$ cat src/hdl/usfc_pkg.sv
// constants and types shared by the uart status and frame control block
// assumes one 50 mhz clock and an axi4-lite register port
package usfc_pkg;
  localparam logic [7:0] OFS_STATUS = 8'h00;
  localparam logic [7:0] OFS_FRAME = 8'h04;
  localparam logic [7:0] OFS_CTRL = 8'h08;
  localparam logic [7:0] OFS_DATA = 8'h0c;
  localparam logic [7:0] OFS_BAUD = 8'h10;
  localparam logic [7:0] OFS_WIRE = 8'h14;
  localparam logic [7:0] OFS_COUNT = 8'h18;
  localparam logic [7:0] STATUS_RESET = 8'h0b;
  localparam logic [15:0] BAUD_RESET = 16'h01b2;
  localparam logic [4:0] BREAK_BITS = 5'h0d;
  localparam logic [1:0] RESP_OKAY = 2'h0;
  localparam logic [1:0] RESP_SLVERR = 2'h2;

  typedef enum logic [1:0] {
    PAR_EVEN = 2'b00, PAR_ODD = 2'b01, PAR_MARK = 2'b10, PAR_SPACE = 2'b11
  } usfc_parity_type;

  typedef struct packed {
    logic global_serial_enable;
    logic word_length_select;
    logic parity_enable;
    usfc_parity_type parity_type_field;
    logic break_control;
    logic received_ninth_bit;
    logic transmit_ninth_bit;
  } usfc_frame_type;

  typedef struct packed {
    logic transmitter_enable;
    logic receiver_enable;
    logic two_stop;
    logic addr_detect;
    logic wake;
    logic receive_interrupt_enable;
    logic idle_interrupt_enable;
    logic empty_interrupt_enable;
  } usfc_ctrl_type;

  typedef struct packed {
    logic [8:0] bits;
    logic framing;
    logic noise;
  } usfc_rx_word_type;

  typedef enum logic [2:0] {
    LN_IDLE = 3'b000, LN_START = 3'b001, LN_DATA = 3'b010,
    LN_STOP = 3'b011, LN_BREAK = 3'b100
  } usfc_line_type;
endpackage : usfc_pkg

$ cat src/hdl/usfc_receiver.sv
// serial receiver: majority of three samples at each bit centre
// assumes the divisor is at least 4 and is steady during a frame
`timescale 1ns/10ps
module usfc_receiver import usfc_pkg::*; #(
  parameter int DIV_W = 16
) (
  input wire logic clk,
  input wire logic reset,
  input wire logic ce,
  input wire logic en,
  input wire logic rxd,
  input wire logic [DIV_W-1:0] divisor,
  input wire logic nine,
  output usfc_rx_word_type word,
  output logic done,
  output logic busy
);
  usfc_line_type state_q;
  logic [DIV_W-1:0] cnt_q;
  logic [3:0] bit_q;
  logic [2:0] smp_q;
  logic noise_q;
  logic maj;
  logic mid;
  logic last;

  assign maj = (smp_q[0] & smp_q[1]) | (smp_q[1] & smp_q[2]) | (smp_q[0] & smp_q[2]);
  assign mid = cnt_q == (divisor >> 1);
  assign last = cnt_q == divisor - 1'b1;
  assign busy = state_q != LN_IDLE;

  always_ff @(posedge clk or posedge reset) begin
    if (reset) begin
      smp_q <= 3'h7;
    end else if (ce) begin
      smp_q <= {smp_q[1:0], rxd};
    end
  end

  always_ff @(posedge clk or posedge reset) begin
    if (reset) begin
      state_q <= LN_IDLE;
      cnt_q <= '0;
      bit_q <= 4'h0;
      noise_q <= 1'b0;
      word <= '0;
      done <= 1'b0;
    end else if (ce) begin
      done <= 1'b0;
      cnt_q <= last ? '0 : cnt_q + 1'b1;
      if (!en) begin
        state_q <= LN_IDLE;
        cnt_q <= '0;
      end else begin
        case (state_q)
          LN_IDLE: begin
            cnt_q <= '0;
            noise_q <= 1'b0;
            bit_q <= 4'h0;
            if (!rxd) begin
              state_q <= LN_START;
            end
          end
          LN_START: begin
            if (mid) begin
              noise_q <= smp_q != 3'h0 && smp_q != 3'h7;
              if (maj) begin
                state_q <= LN_IDLE;
              end
            end
            if (last) begin
              state_q <= LN_DATA;
            end
          end
          LN_DATA: begin
            if (mid) begin
              word.bits[bit_q] <= maj;
              noise_q <= noise_q | (smp_q != 3'h0 && smp_q != 3'h7);
            end
            if (last) begin
              bit_q <= bit_q + 4'h1;
              if (bit_q == (nine ? 4'h8 : 4'h7)) begin
                state_q <= LN_STOP;
              end
            end
          end
          default: begin
            if (mid) begin
              word.framing <= !maj;
              word.noise <= noise_q | (smp_q != 3'h0 && smp_q != 3'h7);
              if (!nine) begin
                word.bits[8] <= 1'b0;
              end
            end
            if (last) begin
              done <= 1'b1;
              state_q <= LN_IDLE;
            end
          end
        endcase
      end
    end
  end
endmodule : usfc_receiver

$ cat src/hdl/usfc_top.sv
// uart status flags and frame control with an axi4-lite register port
// assumes serial inputs synchronous to clk; pad drivers resolve the enables
`timescale 1ns/10ps
module usfc_top import usfc_pkg::*; #(
  parameter int DIV_W = 16,
  parameter logic [15:0] BAUD_INIT = BAUD_RESET
) (
  input wire logic clk,
  input wire logic reset,
  input wire logic ce,
  input wire logic [7:0] s_axi_awaddr,
  input wire logic s_axi_awvalid,
  output logic s_axi_awready,
  input wire logic [31:0] s_axi_wdata,
  input wire logic [3:0] s_axi_wstrb,
  input wire logic s_axi_wvalid,
  output logic s_axi_wready,
  output logic [1:0] s_axi_bresp,
  output logic s_axi_bvalid,
  input wire logic s_axi_bready,
  input wire logic [7:0] s_axi_araddr,
  input wire logic s_axi_arvalid,
  output logic s_axi_arready,
  output logic [31:0] s_axi_rdata,
  output logic [1:0] s_axi_rresp,
  output logic s_axi_rvalid,
  input wire logic s_axi_rready,
  output logic tx_out,
  output logic tx_oe,
  input wire logic rxtx_in,
  output logic rxtx_out,
  output logic rxtx_oe,
  output logic irq
);
  generate
    if (DIV_W < 4 || DIV_W > 16) begin : g_bad_width
      $error("usfc_top: DIV_W must be 4 to 16");
    end
  endgenerate

  function automatic logic par_bit(input logic [8:0] w, input logic nine,
                                   input usfc_parity_type t);
    logic x;
    x = nine ? ^w[7:0] : ^w[6:0];
    case (t)
      PAR_EVEN: par_bit = x;
      PAR_ODD: par_bit = !x;
      PAR_MARK: par_bit = 1'b1;
      default: par_bit = 1'b0;
    endcase
  endfunction : par_bit

  function automatic logic [2:0] decode(input logic [7:0] a);
    if (a == OFS_STATUS) decode = 3'd0;
    else if (a == OFS_FRAME) decode = 3'd1;
    else if (a == OFS_CTRL) decode = 3'd2;
    else if (a == OFS_DATA) decode = 3'd3;
    else if (a == OFS_BAUD) decode = 3'd4;
    else if (a == OFS_WIRE) decode = 3'd5;
    else if (a == OFS_COUNT) decode = 3'd6;
    else decode = 3'd7;
  endfunction : decode

  ////////////////////////////////////////////////////////////////
  // state

  usfc_frame_type frame_q;
  usfc_ctrl_type ctrl_q;
  logic single_wire_select_q;
  logic [DIV_W-1:0] baud_q;
  logic [7:0] rx_data_q;
  logic [8:0] tx_hold_q;
  logic tx_full_q;
  logic parity_error_flag_q, nf_q, framing_error_flag_q, overrun_flag_q, receive_available_flag_q, transmitter_idle_flag_q;
  logic [4:0] arm_q;
  logic [7:0] awaddr_q;
  logic [31:0] wdata_q;
  logic wr_go, rd_go;
  logic [2:0] wsel, rsel;
  logic gen, tx_act, rx_act, wire_tx;
  logic [7:0] status;
  usfc_rx_word_type rx_word;
  logic rx_done, rx_busy, tx_take, tx_busy, txd;
  logic [8:0] tx_word;
  logic rx_store, rx_parity_error_flag;
  logic data_rd, data_wr, stat_rd;

  assign gen = frame_q.global_serial_enable;
  assign tx_act = gen & ctrl_q.transmitter_enable;
  assign rx_act = gen & ctrl_q.receiver_enable;
  // receiver enable takes the shared pin when both are set
  assign wire_tx = single_wire_select_q & !ctrl_q.receiver_enable;
  assign status = {parity_error_flag_q, nf_q, framing_error_flag_q, overrun_flag_q, !rx_busy, receive_available_flag_q, transmitter_idle_flag_q,
                   !tx_full_q};
  assign wr_go = !s_axi_awready & !s_axi_wready & !s_axi_bvalid;
  assign rd_go = s_axi_arvalid & s_axi_arready;
  assign wsel = decode(awaddr_q);
  assign rsel = decode(s_axi_araddr);
  assign stat_rd = rd_go && rsel == 3'd0;
  assign data_rd = rd_go && rsel == 3'd3;
  assign data_wr = wr_go && wsel == 3'd3;

  ////////////////////////////////////////////////////////////////
  // axi4-lite handshakes

  always_ff @(posedge clk or posedge reset) begin
    if (reset) begin
      s_axi_awready <= 1'b1;
      s_axi_wready <= 1'b1;
      s_axi_bvalid <= 1'b0;
      s_axi_bresp <= RESP_OKAY;
      awaddr_q <= 8'h00;
      wdata_q <= 32'h0000_0000;
    end else if (ce) begin
      if (s_axi_awvalid && s_axi_awready) begin
        s_axi_awready <= 1'b0;
        awaddr_q <= s_axi_awaddr;
      end
      if (s_axi_wvalid && s_axi_wready) begin
        s_axi_wready <= 1'b0;
        wdata_q <= s_axi_wdata;
      end
      if (wr_go) begin
        s_axi_bvalid <= 1'b1;
        s_axi_bresp <= wsel == 3'd7 ? RESP_SLVERR : RESP_OKAY;
      end
      if (s_axi_bvalid && s_axi_bready) begin
        s_axi_bvalid <= 1'b0;
        s_axi_awready <= 1'b1;
        s_axi_wready <= 1'b1;
      end
    end
  end

  always_ff @(posedge clk or posedge reset) begin
    if (reset) begin
      s_axi_arready <= 1'b1;
      s_axi_rvalid <= 1'b0;
      s_axi_rdata <= 32'h0000_0000;
      s_axi_rresp <= RESP_OKAY;
    end else if (ce) begin
      if (rd_go) begin
        s_axi_arready <= 1'b0;
        s_axi_rvalid <= 1'b1;
        s_axi_rresp <= RESP_OKAY;
        if (rsel == 3'd0) begin
          s_axi_rdata <= {24'h0, status};
        end else if (rsel == 3'd1) begin
          // transmit ninth bit reads back as zero
          s_axi_rdata <= {24'h0, frame_q[7:1], 1'b0};
        end else if (rsel == 3'd2) begin
          s_axi_rdata <= {24'h0, ctrl_q};
        end else if (rsel == 3'd3) begin
          s_axi_rdata <= {24'h0, rx_data_q};
        end else if (rsel == 3'd4) begin
          s_axi_rdata <= {{(32 - DIV_W){1'b0}}, baud_q};
        end else if (rsel == 3'd5) begin
          s_axi_rdata <= {31'h0, single_wire_select_q};
        end else if (rsel == 3'd6) begin
          s_axi_rdata <= {31'h0, receive_available_flag_q};
        end else begin
          s_axi_rdata <= 32'h0000_0000;
          s_axi_rresp <= RESP_SLVERR;
        end
      end
      if (s_axi_rvalid && s_axi_rready) begin
        s_axi_rvalid <= 1'b0;
        s_axi_arready <= 1'b1;
      end
    end
  end

  ////////////////////////////////////////////////////////////////
  // configuration registers

  always_ff @(posedge clk or posedge reset) begin
    if (reset) begin
      frame_q <= '0;
      ctrl_q <= '0;
      single_wire_select_q <= 1'b0;
      baud_q <= BAUD_INIT[DIV_W-1:0];
    end else if (ce) begin
      if (wr_go && s_axi_wstrb[0]) begin
        if (wsel == 3'd1) begin
          frame_q.global_serial_enable <= wdata_q[7];
          frame_q.word_length_select <= wdata_q[6];
          frame_q.parity_enable <= wdata_q[5];
          frame_q.parity_type_field <= usfc_parity_type'(wdata_q[4:3]);
          frame_q.break_control <= wdata_q[2];
          frame_q.transmit_ninth_bit <= wdata_q[0];
        end else if (wsel == 3'd2) begin
          ctrl_q <= wdata_q[7:0];
        end else if (wsel == 3'd4) begin
          baud_q <= wdata_q[DIV_W-1:0];
        end else if (wsel == 3'd5) begin
          single_wire_select_q <= wdata_q[0];
        end
      end
      if (rx_store && frame_q.word_length_select && !frame_q.parity_enable) begin
        frame_q.received_ninth_bit <= rx_word.bits[8];
      end
      // other configuration survives a disable untouched
      if (!gen) begin
        ctrl_q.transmitter_enable <= 1'b0;
        ctrl_q.receiver_enable <= 1'b0;
        frame_q.break_control <= 1'b0;
      end
    end
  end

  ////////////////////////////////////////////////////////////////
  // receive path and flags

  assign rx_parity_error_flag = frame_q.parity_enable &&
    (frame_q.word_length_select ? rx_word.bits[8] : rx_word.bits[7]) !=
    par_bit(rx_word.bits, frame_q.word_length_select, frame_q.parity_type_field);
  // one-word buffer: a second word while full is an overrun
  assign rx_store = rx_done && rx_act && !receive_available_flag_q && !overrun_flag_q;

  always_ff @(posedge clk or posedge reset) begin
    if (reset) begin
      rx_data_q <= 8'h00;
    end else if (ce && rx_store) begin
      rx_data_q <= {rx_word.bits[7] & !(frame_q.parity_enable &&
                    !frame_q.word_length_select), rx_word.bits[6:0]};
    end
  end

  // arm bits: parity_error_flag/nf/framing_error_flag, overrun, available, idle, empty seen at status read
  always_ff @(posedge clk or posedge reset) begin
    if (reset) begin
      arm_q <= 5'h00;
    end else if (ce) begin
      if (!gen) begin
        arm_q <= 5'h00;
      end else if (stat_rd) begin
        arm_q <= {parity_error_flag_q | nf_q | framing_error_flag_q, overrun_flag_q, receive_available_flag_q, transmitter_idle_flag_q, !tx_full_q};
      end else if (data_rd || data_wr) begin
        arm_q <= 5'h00;
      end
    end
  end

  always_ff @(posedge clk or posedge reset) begin
    if (reset) begin
      parity_error_flag_q <= 1'b0;
      nf_q <= 1'b0;
      framing_error_flag_q <= 1'b0;
      overrun_flag_q <= 1'b0;
      receive_available_flag_q <= 1'b0;
    end else if (ce) begin
      if (!gen) begin
        {parity_error_flag_q, nf_q, framing_error_flag_q, overrun_flag_q, receive_available_flag_q} <= 5'h00;
      end else begin
        if ((data_rd || data_wr) && arm_q[4]) begin
          {parity_error_flag_q, nf_q, framing_error_flag_q} <= 3'h0;
        end
        if ((data_rd || data_wr) && arm_q[3]) begin
          overrun_flag_q <= 1'b0;
        end
        if (data_rd && arm_q[2]) begin
          receive_available_flag_q <= 1'b0;
        end
        // a word ending in the clearing cycle is not stored; it sets overrun instead
        if (rx_store) begin
          receive_available_flag_q <= 1'b1;
          parity_error_flag_q <= rx_parity_error_flag;
          nf_q <= rx_word.noise;
          framing_error_flag_q <= rx_word.framing;
        end
        if (rx_done && rx_act && receive_available_flag_q) begin
          overrun_flag_q <= 1'b1;
        end
      end
    end
  end

  ////////////////////////////////////////////////////////////////
  // transmit path and flags

  always_ff @(posedge clk or posedge reset) begin
    if (reset) begin
      tx_hold_q <= 9'h000;
      tx_full_q <= 1'b0;
    end else if (ce) begin
      if (!tx_act) begin
        tx_full_q <= 1'b0;
      end else if (data_wr) begin
        tx_full_q <= 1'b1;
        tx_hold_q <= {frame_q.transmit_ninth_bit, wdata_q[7:0]};
        if (frame_q.parity_enable && frame_q.word_length_select) begin
          tx_hold_q[8] <= par_bit({1'b0, wdata_q[7:0]}, 1'b1,
                                  frame_q.parity_type_field);
        end else if (frame_q.parity_enable) begin
          tx_hold_q[7] <= par_bit({1'b0, wdata_q[7:0]}, 1'b0,
                                  frame_q.parity_type_field);
        end
      end else if (tx_take) begin
        tx_full_q <= 1'b0;
      end
    end
  end

  always_ff @(posedge clk or posedge reset) begin
    if (reset) begin
      transmitter_idle_flag_q <= 1'b1;
    end else if (ce) begin
      if (!gen) begin
        transmitter_idle_flag_q <= 1'b1;
      end else if (data_wr && arm_q[1]) begin
        transmitter_idle_flag_q <= 1'b0;
      end else begin
        transmitter_idle_flag_q <= !tx_full_q && !tx_busy && !frame_q.break_control;
      end
    end
  end

  assign tx_word = tx_hold_q;

  ////////////////////////////////////////////////////////////////
  // pins and interrupt request

  always_ff @(posedge clk or posedge reset) begin
    if (reset) begin
      tx_out <= 1'b1;
      tx_oe <= 1'b0;
      rxtx_out <= 1'b1;
      rxtx_oe <= 1'b0;
      irq <= 1'b0;
    end else if (ce) begin
      tx_out <= txd;
      tx_oe <= tx_act;
      rxtx_out <= txd;
      rxtx_oe <= tx_act && wire_tx;
      irq <= (ctrl_q.receive_interrupt_enable && (overrun_flag_q || receive_available_flag_q)) ||
             (ctrl_q.idle_interrupt_enable && transmitter_idle_flag_q) ||
             (ctrl_q.empty_interrupt_enable && !tx_full_q);
    end
  end

  usfc_receiver #(.DIV_W(DIV_W)) u_rx (
    .clk(clk),
    .reset(reset),
    .ce(ce),
    .en(rx_act && !rxtx_oe),
    .rxd(rxtx_in),
    .divisor(baud_q),
    .nine(frame_q.word_length_select),
    .word(rx_word),
    .done(rx_done),
    .busy(rx_busy)
  );

  usfc_transmitter #(.DIV_W(DIV_W)) u_tx (
    .clk(clk),
    .reset(reset),
    .ce(ce),
    .en(tx_act),
    .pending(tx_full_q),
    .data(tx_word),
    .nine(frame_q.word_length_select),
    .two_stop(ctrl_q.two_stop),
    .brk(frame_q.break_control),
    .divisor(baud_q),
    .take(tx_take),
    .txd(txd),
    .busy(tx_busy)
  );
endmodule : usfc_top

$ cat src/hdl/usfc_transmitter.sv
// serial transmitter with break generation
// assumes the holding register pending flag stays until take
`timescale 1ns/10ps
module usfc_transmitter import usfc_pkg::*; #(
  parameter int DIV_W = 16
) (
  input wire logic clk,
  input wire logic reset,
  input wire logic ce,
  input wire logic en,
  input wire logic pending,
  input wire logic [8:0] data,
  input wire logic nine,
  input wire logic two_stop,
  input wire logic brk,
  input wire logic [DIV_W-1:0] divisor,
  output logic take,
  output logic txd,
  output logic busy
);
  usfc_line_type state_q;
  logic [DIV_W-1:0] cnt_q;
  logic [4:0] bit_q;
  logic [8:0] sh_q;
  logic last;

  assign last = cnt_q == divisor - 1'b1;
  assign busy = state_q != LN_IDLE;

  always_ff @(posedge clk or posedge reset) begin
    if (reset) begin
      state_q <= LN_IDLE;
      cnt_q <= '0;
      bit_q <= 5'h0;
      sh_q <= 9'h1ff;
      take <= 1'b0;
      txd <= 1'b1;
    end else if (ce) begin
      take <= 1'b0;
      cnt_q <= last ? '0 : cnt_q + 1'b1;
      if (!en) begin
        state_q <= LN_IDLE;
        txd <= 1'b1;
        cnt_q <= '0;
      end else begin
        case (state_q)
          LN_IDLE: begin
            cnt_q <= '0;
            bit_q <= 5'h0;
            txd <= 1'b1;
            if (pending) begin
              take <= 1'b1;
              sh_q <= data;
              txd <= 1'b0;
              state_q <= LN_START;
            end else if (brk) begin
              txd <= 1'b0;
              state_q <= LN_BREAK;
            end
          end
          LN_START: begin
            if (last) begin
              txd <= sh_q[0];
              sh_q <= {1'b1, sh_q[8:1]};
              state_q <= LN_DATA;
            end
          end
          LN_DATA: begin
            if (last) begin
              bit_q <= bit_q + 5'h1;
              txd <= sh_q[0];
              sh_q <= {1'b1, sh_q[8:1]};
              if (bit_q == (nine ? 5'h8 : 5'h7)) begin
                txd <= 1'b1;
                bit_q <= 5'h0;
                state_q <= LN_STOP;
              end
            end
          end
          LN_STOP: begin
            if (last) begin
              bit_q <= bit_q + 5'h1;
              if (bit_q == {4'h0, two_stop}) begin
                state_q <= LN_IDLE;
              end
            end
          end
          default: begin
            txd <= 1'b0;
            if (last && bit_q != BREAK_BITS) begin
              bit_q <= bit_q + 5'h1;
            end
            if (bit_q == BREAK_BITS && !brk) begin
              txd <= 1'b1;
              state_q <= LN_IDLE;
            end
          end
        endcase
      end
    end
  end
endmodule : usfc_transmitter

$ cat config.mk
export PLATFORM = sky130hd
export DESIGN_NAME = usfc_top
export DESIGN_NICKNAME = d
export VERILOG_FILES = /design/src/hdl/usfc_pkg.sv /design/src/hdl/usfc_receiver.sv /design/src/hdl/usfc_top.sv /design/src/hdl/usfc_transmitter.sv
export SDC_FILE = /design/constraint.sdc
export NUM_CORES = 1
export LEC_CHECK = 0
export BUFFER_PORTS_ARGS = -buffer_cell sky130_fd_sc_hd__clkbuf_2
export CAP_MARGIN = 20
export CORE_UTILIZATION = 40
export DETAILED_ROUTE_END_ITERATION = 6
export GPL_ROUTABILITY_DRIVEN = 1
export GPL_TIMING_DRIVEN = 1
export SYNTH_ARGS = -nofsm -noshare
export SYNTH_HDL_FRONTEND = slang
export SYNTH_SLANG_ARGS = --single-unit
$ cat constraint.sdc
create_clock -name clk -period 12.15 [get_ports clk]
set_clock_uncertainty 0.15 [all_clocks]
set_input_delay 1.215 -clock clk [delete_from_list [all_inputs] [get_ports clk]]
set_output_delay 1.215 -clock clk [all_outputs]
set_load 0.03 [all_outputs]
==> metrics.txt <==
synth cell count leaders=dfrtp_1 (162), mux2_2 (101), nand2_1 (77), o21ai_0 (59), clkbuf_1 (52); detailed-placement wirelength estimate=17900 um; final WL=25400 um; die width=164 um; max incr delay on CP=0.67 ns; Reg clk slew, reported paths=0.07 ns; Die ar.=27000 um2; YS warnings=0; post-synthesis simple-gate area fraction=0.151; core region area=26000 um2; Total Neg Setup Slack=0 ns; Seq cells post-synth=185; unrepaired setup endpoints after global routing=no; GPL Wtd Cong=0.876; CP endpoint kind=flop; clock buffer depth=2; min-delay worst type=flop to flop; Async SR Flop Fraction=1.00; largest net degree at the start of global routing=118; Slew headroom=0.327; Crit-path slowest cell=o211a_1; FMAX=0.217 GHz; main combinational cell family by area after synthesis=compound AO/OA/AOI/OAI gates; main flop type after synthesis=dfrtp_1; Worst-Skew Late Latency=0.45 ns; Hold-fix buffers, CTS=0; crit path DAT=4.81 ns; grt ovf=0; critical-path cell list=inv_1 -> ha_1 -> nor3b_1 -> nand2_1 -> or4_1 -> xnor2_1 -> o2111ai_1 -> o211a_1 -> nand2_1 -> o22ai_1; max-cap violation count=0; count leader, synth=dfrtp_1; CP startpoint kind=flop; period utilisation layout=0.379; post-CTS setup buffers=0; worst slew pin tran=1.01 ns; H-tree depth=4; first-pass GRT wire length=41400 um; antenna violations before repair=0; Compound-Gate Fraction of Synth Area=0.151; Clock Tree Root=clkbuf_16; DRC viols=0; Synth Area in XOR/XNOR=0.0602; DRT antenna net count=0; worst-path fanout max=22; multiplexer area fraction after synthesis=0.129; vias=7966; LEAKAGE=5.28 nW; Post-CTS Resized=0; Setup CP Type=flop to flop; Avg Cell Area, Syn=10.1 um2; Synth area leaders=dfrtp_1 (38%), mux2_2 (11%), dfstp_2 (5.7%); Rows=59; Worst VDD drop=0.0861 mV; n_diodes=0; synth-to-layout area growth=10.2%; area leader, netlist=dfrtp_1; FILL cells=between 2000 and 3000; vias in the first global route=a little under 8000; Netlist Area Pre-Place=10600 um2; via-per-instance ratio=between 5 and 6; final hold vios=0; Seq/Total Area, Yosys=0.442; Die Y=164 um; # clock sinks=about 190; Post-Synthesis Cells=1042; CP dominant cell by count=nand2_1; endpoints failing setup=0; flop-to-flop setup slack=between 7 and 8 ns; final core occ=0.448; required time of the critical path=12.36 ns; post-DR wirelength/cell=18.0 um; CTS tree=built; fin crit period=4.60 ns; TritonCTS Buffers=17; adder-cell share of the synthesized area=0.0164; gr usage total=0.197; Top Ports=107; Post-synth EDFFs=0; Pins Over Slew Limit=0; status=finished, final reports clean; port bufs=69; Starting DRT DRC Count=418; total iterations of the first detailed-routing run=4; initial core utilization=0.406; Distinct cells, synth=roughly 80; PD cells=around 150 nW/um2; share of layout cells above drive strength 1=0.229; top cell type's share of synthesized area=0.384; final net count=1143
## metal layers
| metal | track usage | part of all wire | routed length [um] |
|---|---|---|---|
| met3 | 0.0319 | 0.036 | 911 |
| met1 | 0.262 | 0.47 | 11900 |
| met4 | 0.0626 | 0.018 | 451 |
| met5 | 0 | 0 | 0 |
| met2 | 0.327 | 0.48 | 12200 |
## flip-flops by register name, indices dropped and copies added (netlist names), 9 cells and up, named ones only
signal	count
s_axi_rdata	16
u_rx.cnt_q	16
u_tx.cnt_q	16
baud_q	16
u_tx.sh_q	9
tx_hold_q	9
wdata_q	16
## area by class of cell
type	instances	area [um2]	area share
tap	335	419	0.0360
timing repair buffer	75	390	0.0336
sequential	185	4660	0.401
multi-input combinational	756	5430	0.467
clock buffer	17	425	0.0366
clock inverter	15	174	0.0150
inverter	34	135	0.0116
## final timing paths
check | start | endpoint | depth (start not counted)
max in group asynchronous | reset | baud_q[14] | 3
worst max register to register | baud_q[0] | u_tx.cnt_q[3] | 10
worst min-delay path | u_rx.word[0] | u_rx.word[0] | 1
worst max-delay path | baud_q[0] | u_tx.cnt_q[3] | 10
worst min register to register | u_rx.word[0] | u_rx.word[0] | 1
min in group asynchronous | reset | asynchronous set/reset pin | 2
## cells in the final DEF (no fill, tap or decap), drive strengths merged, types with 8 or more instances in the layout
cell	netlist	final
dfrtp	162	162
mux2	111	111
clkbuf	53	87
nand2	77	77
o21ai	62	62
xnor2	48	48
nor2	43	43
inv	33	40
a31oi	37	37
nor3	29	29
a22o	28	28
nand3	27	27
a21oi	24	24
dfstp	23	23
xor2	22	22
and3	21	21
conb	1	18
a21o	15	15
nand4	15	15
nand3b	13	13
ha	13	13
mux2i	11	11
nor2b	11	11
nor3b	11	11
nor4	10	10
or4	8	8
## report_power, final
group	switching [mW]	leakage (nW)	internal [mW]
logic	0.231	2.57	0.209
clock network	0.286	0.285	0.278
registers	0.0954	2.43	0.679
total	0.612	5.28	1.17
## worst max-delay path: cells and delay by family (launching register included)
family          cells  cell delay, ns
buf+inv             1            0.11
simple gates        4            1.67
compound gates      3            1.49
xor+xnor            1            0.17
flops               1            0.53
fa+ha+maj           1            0.37
## cells by family (layout without fill, tap and decap cells)
group	Yosys count	count (layout)
adder cells (fa/ha/maj)	14	14
buffers and inverters	118	141
flip-flops	185	185
XOR/XNOR	71	71
AND/OR/NAND/NOR	300	300
multiplexers	122	122
AO/OA/AOI/OAI	231	231
other	1	18
## metrics by stage
stage,std cells,power (mW),setup slack (ns),area (um2),hold slack (ns)
after floorplan,1059,1.12,5.79,10600,0.293
after global placement,1384,1.22,7.63,11000,0.315
after detailed placement,1384,1.23,7.58,11000,0.320
after CTS,1416,1.79,7.64,11600,0.338
after global routing,1417,1.87,7.32,11600,0.350
final,1417,1.78,7.55,11600,0.333
Note: power is estimated with default switching activity, not from simulation.
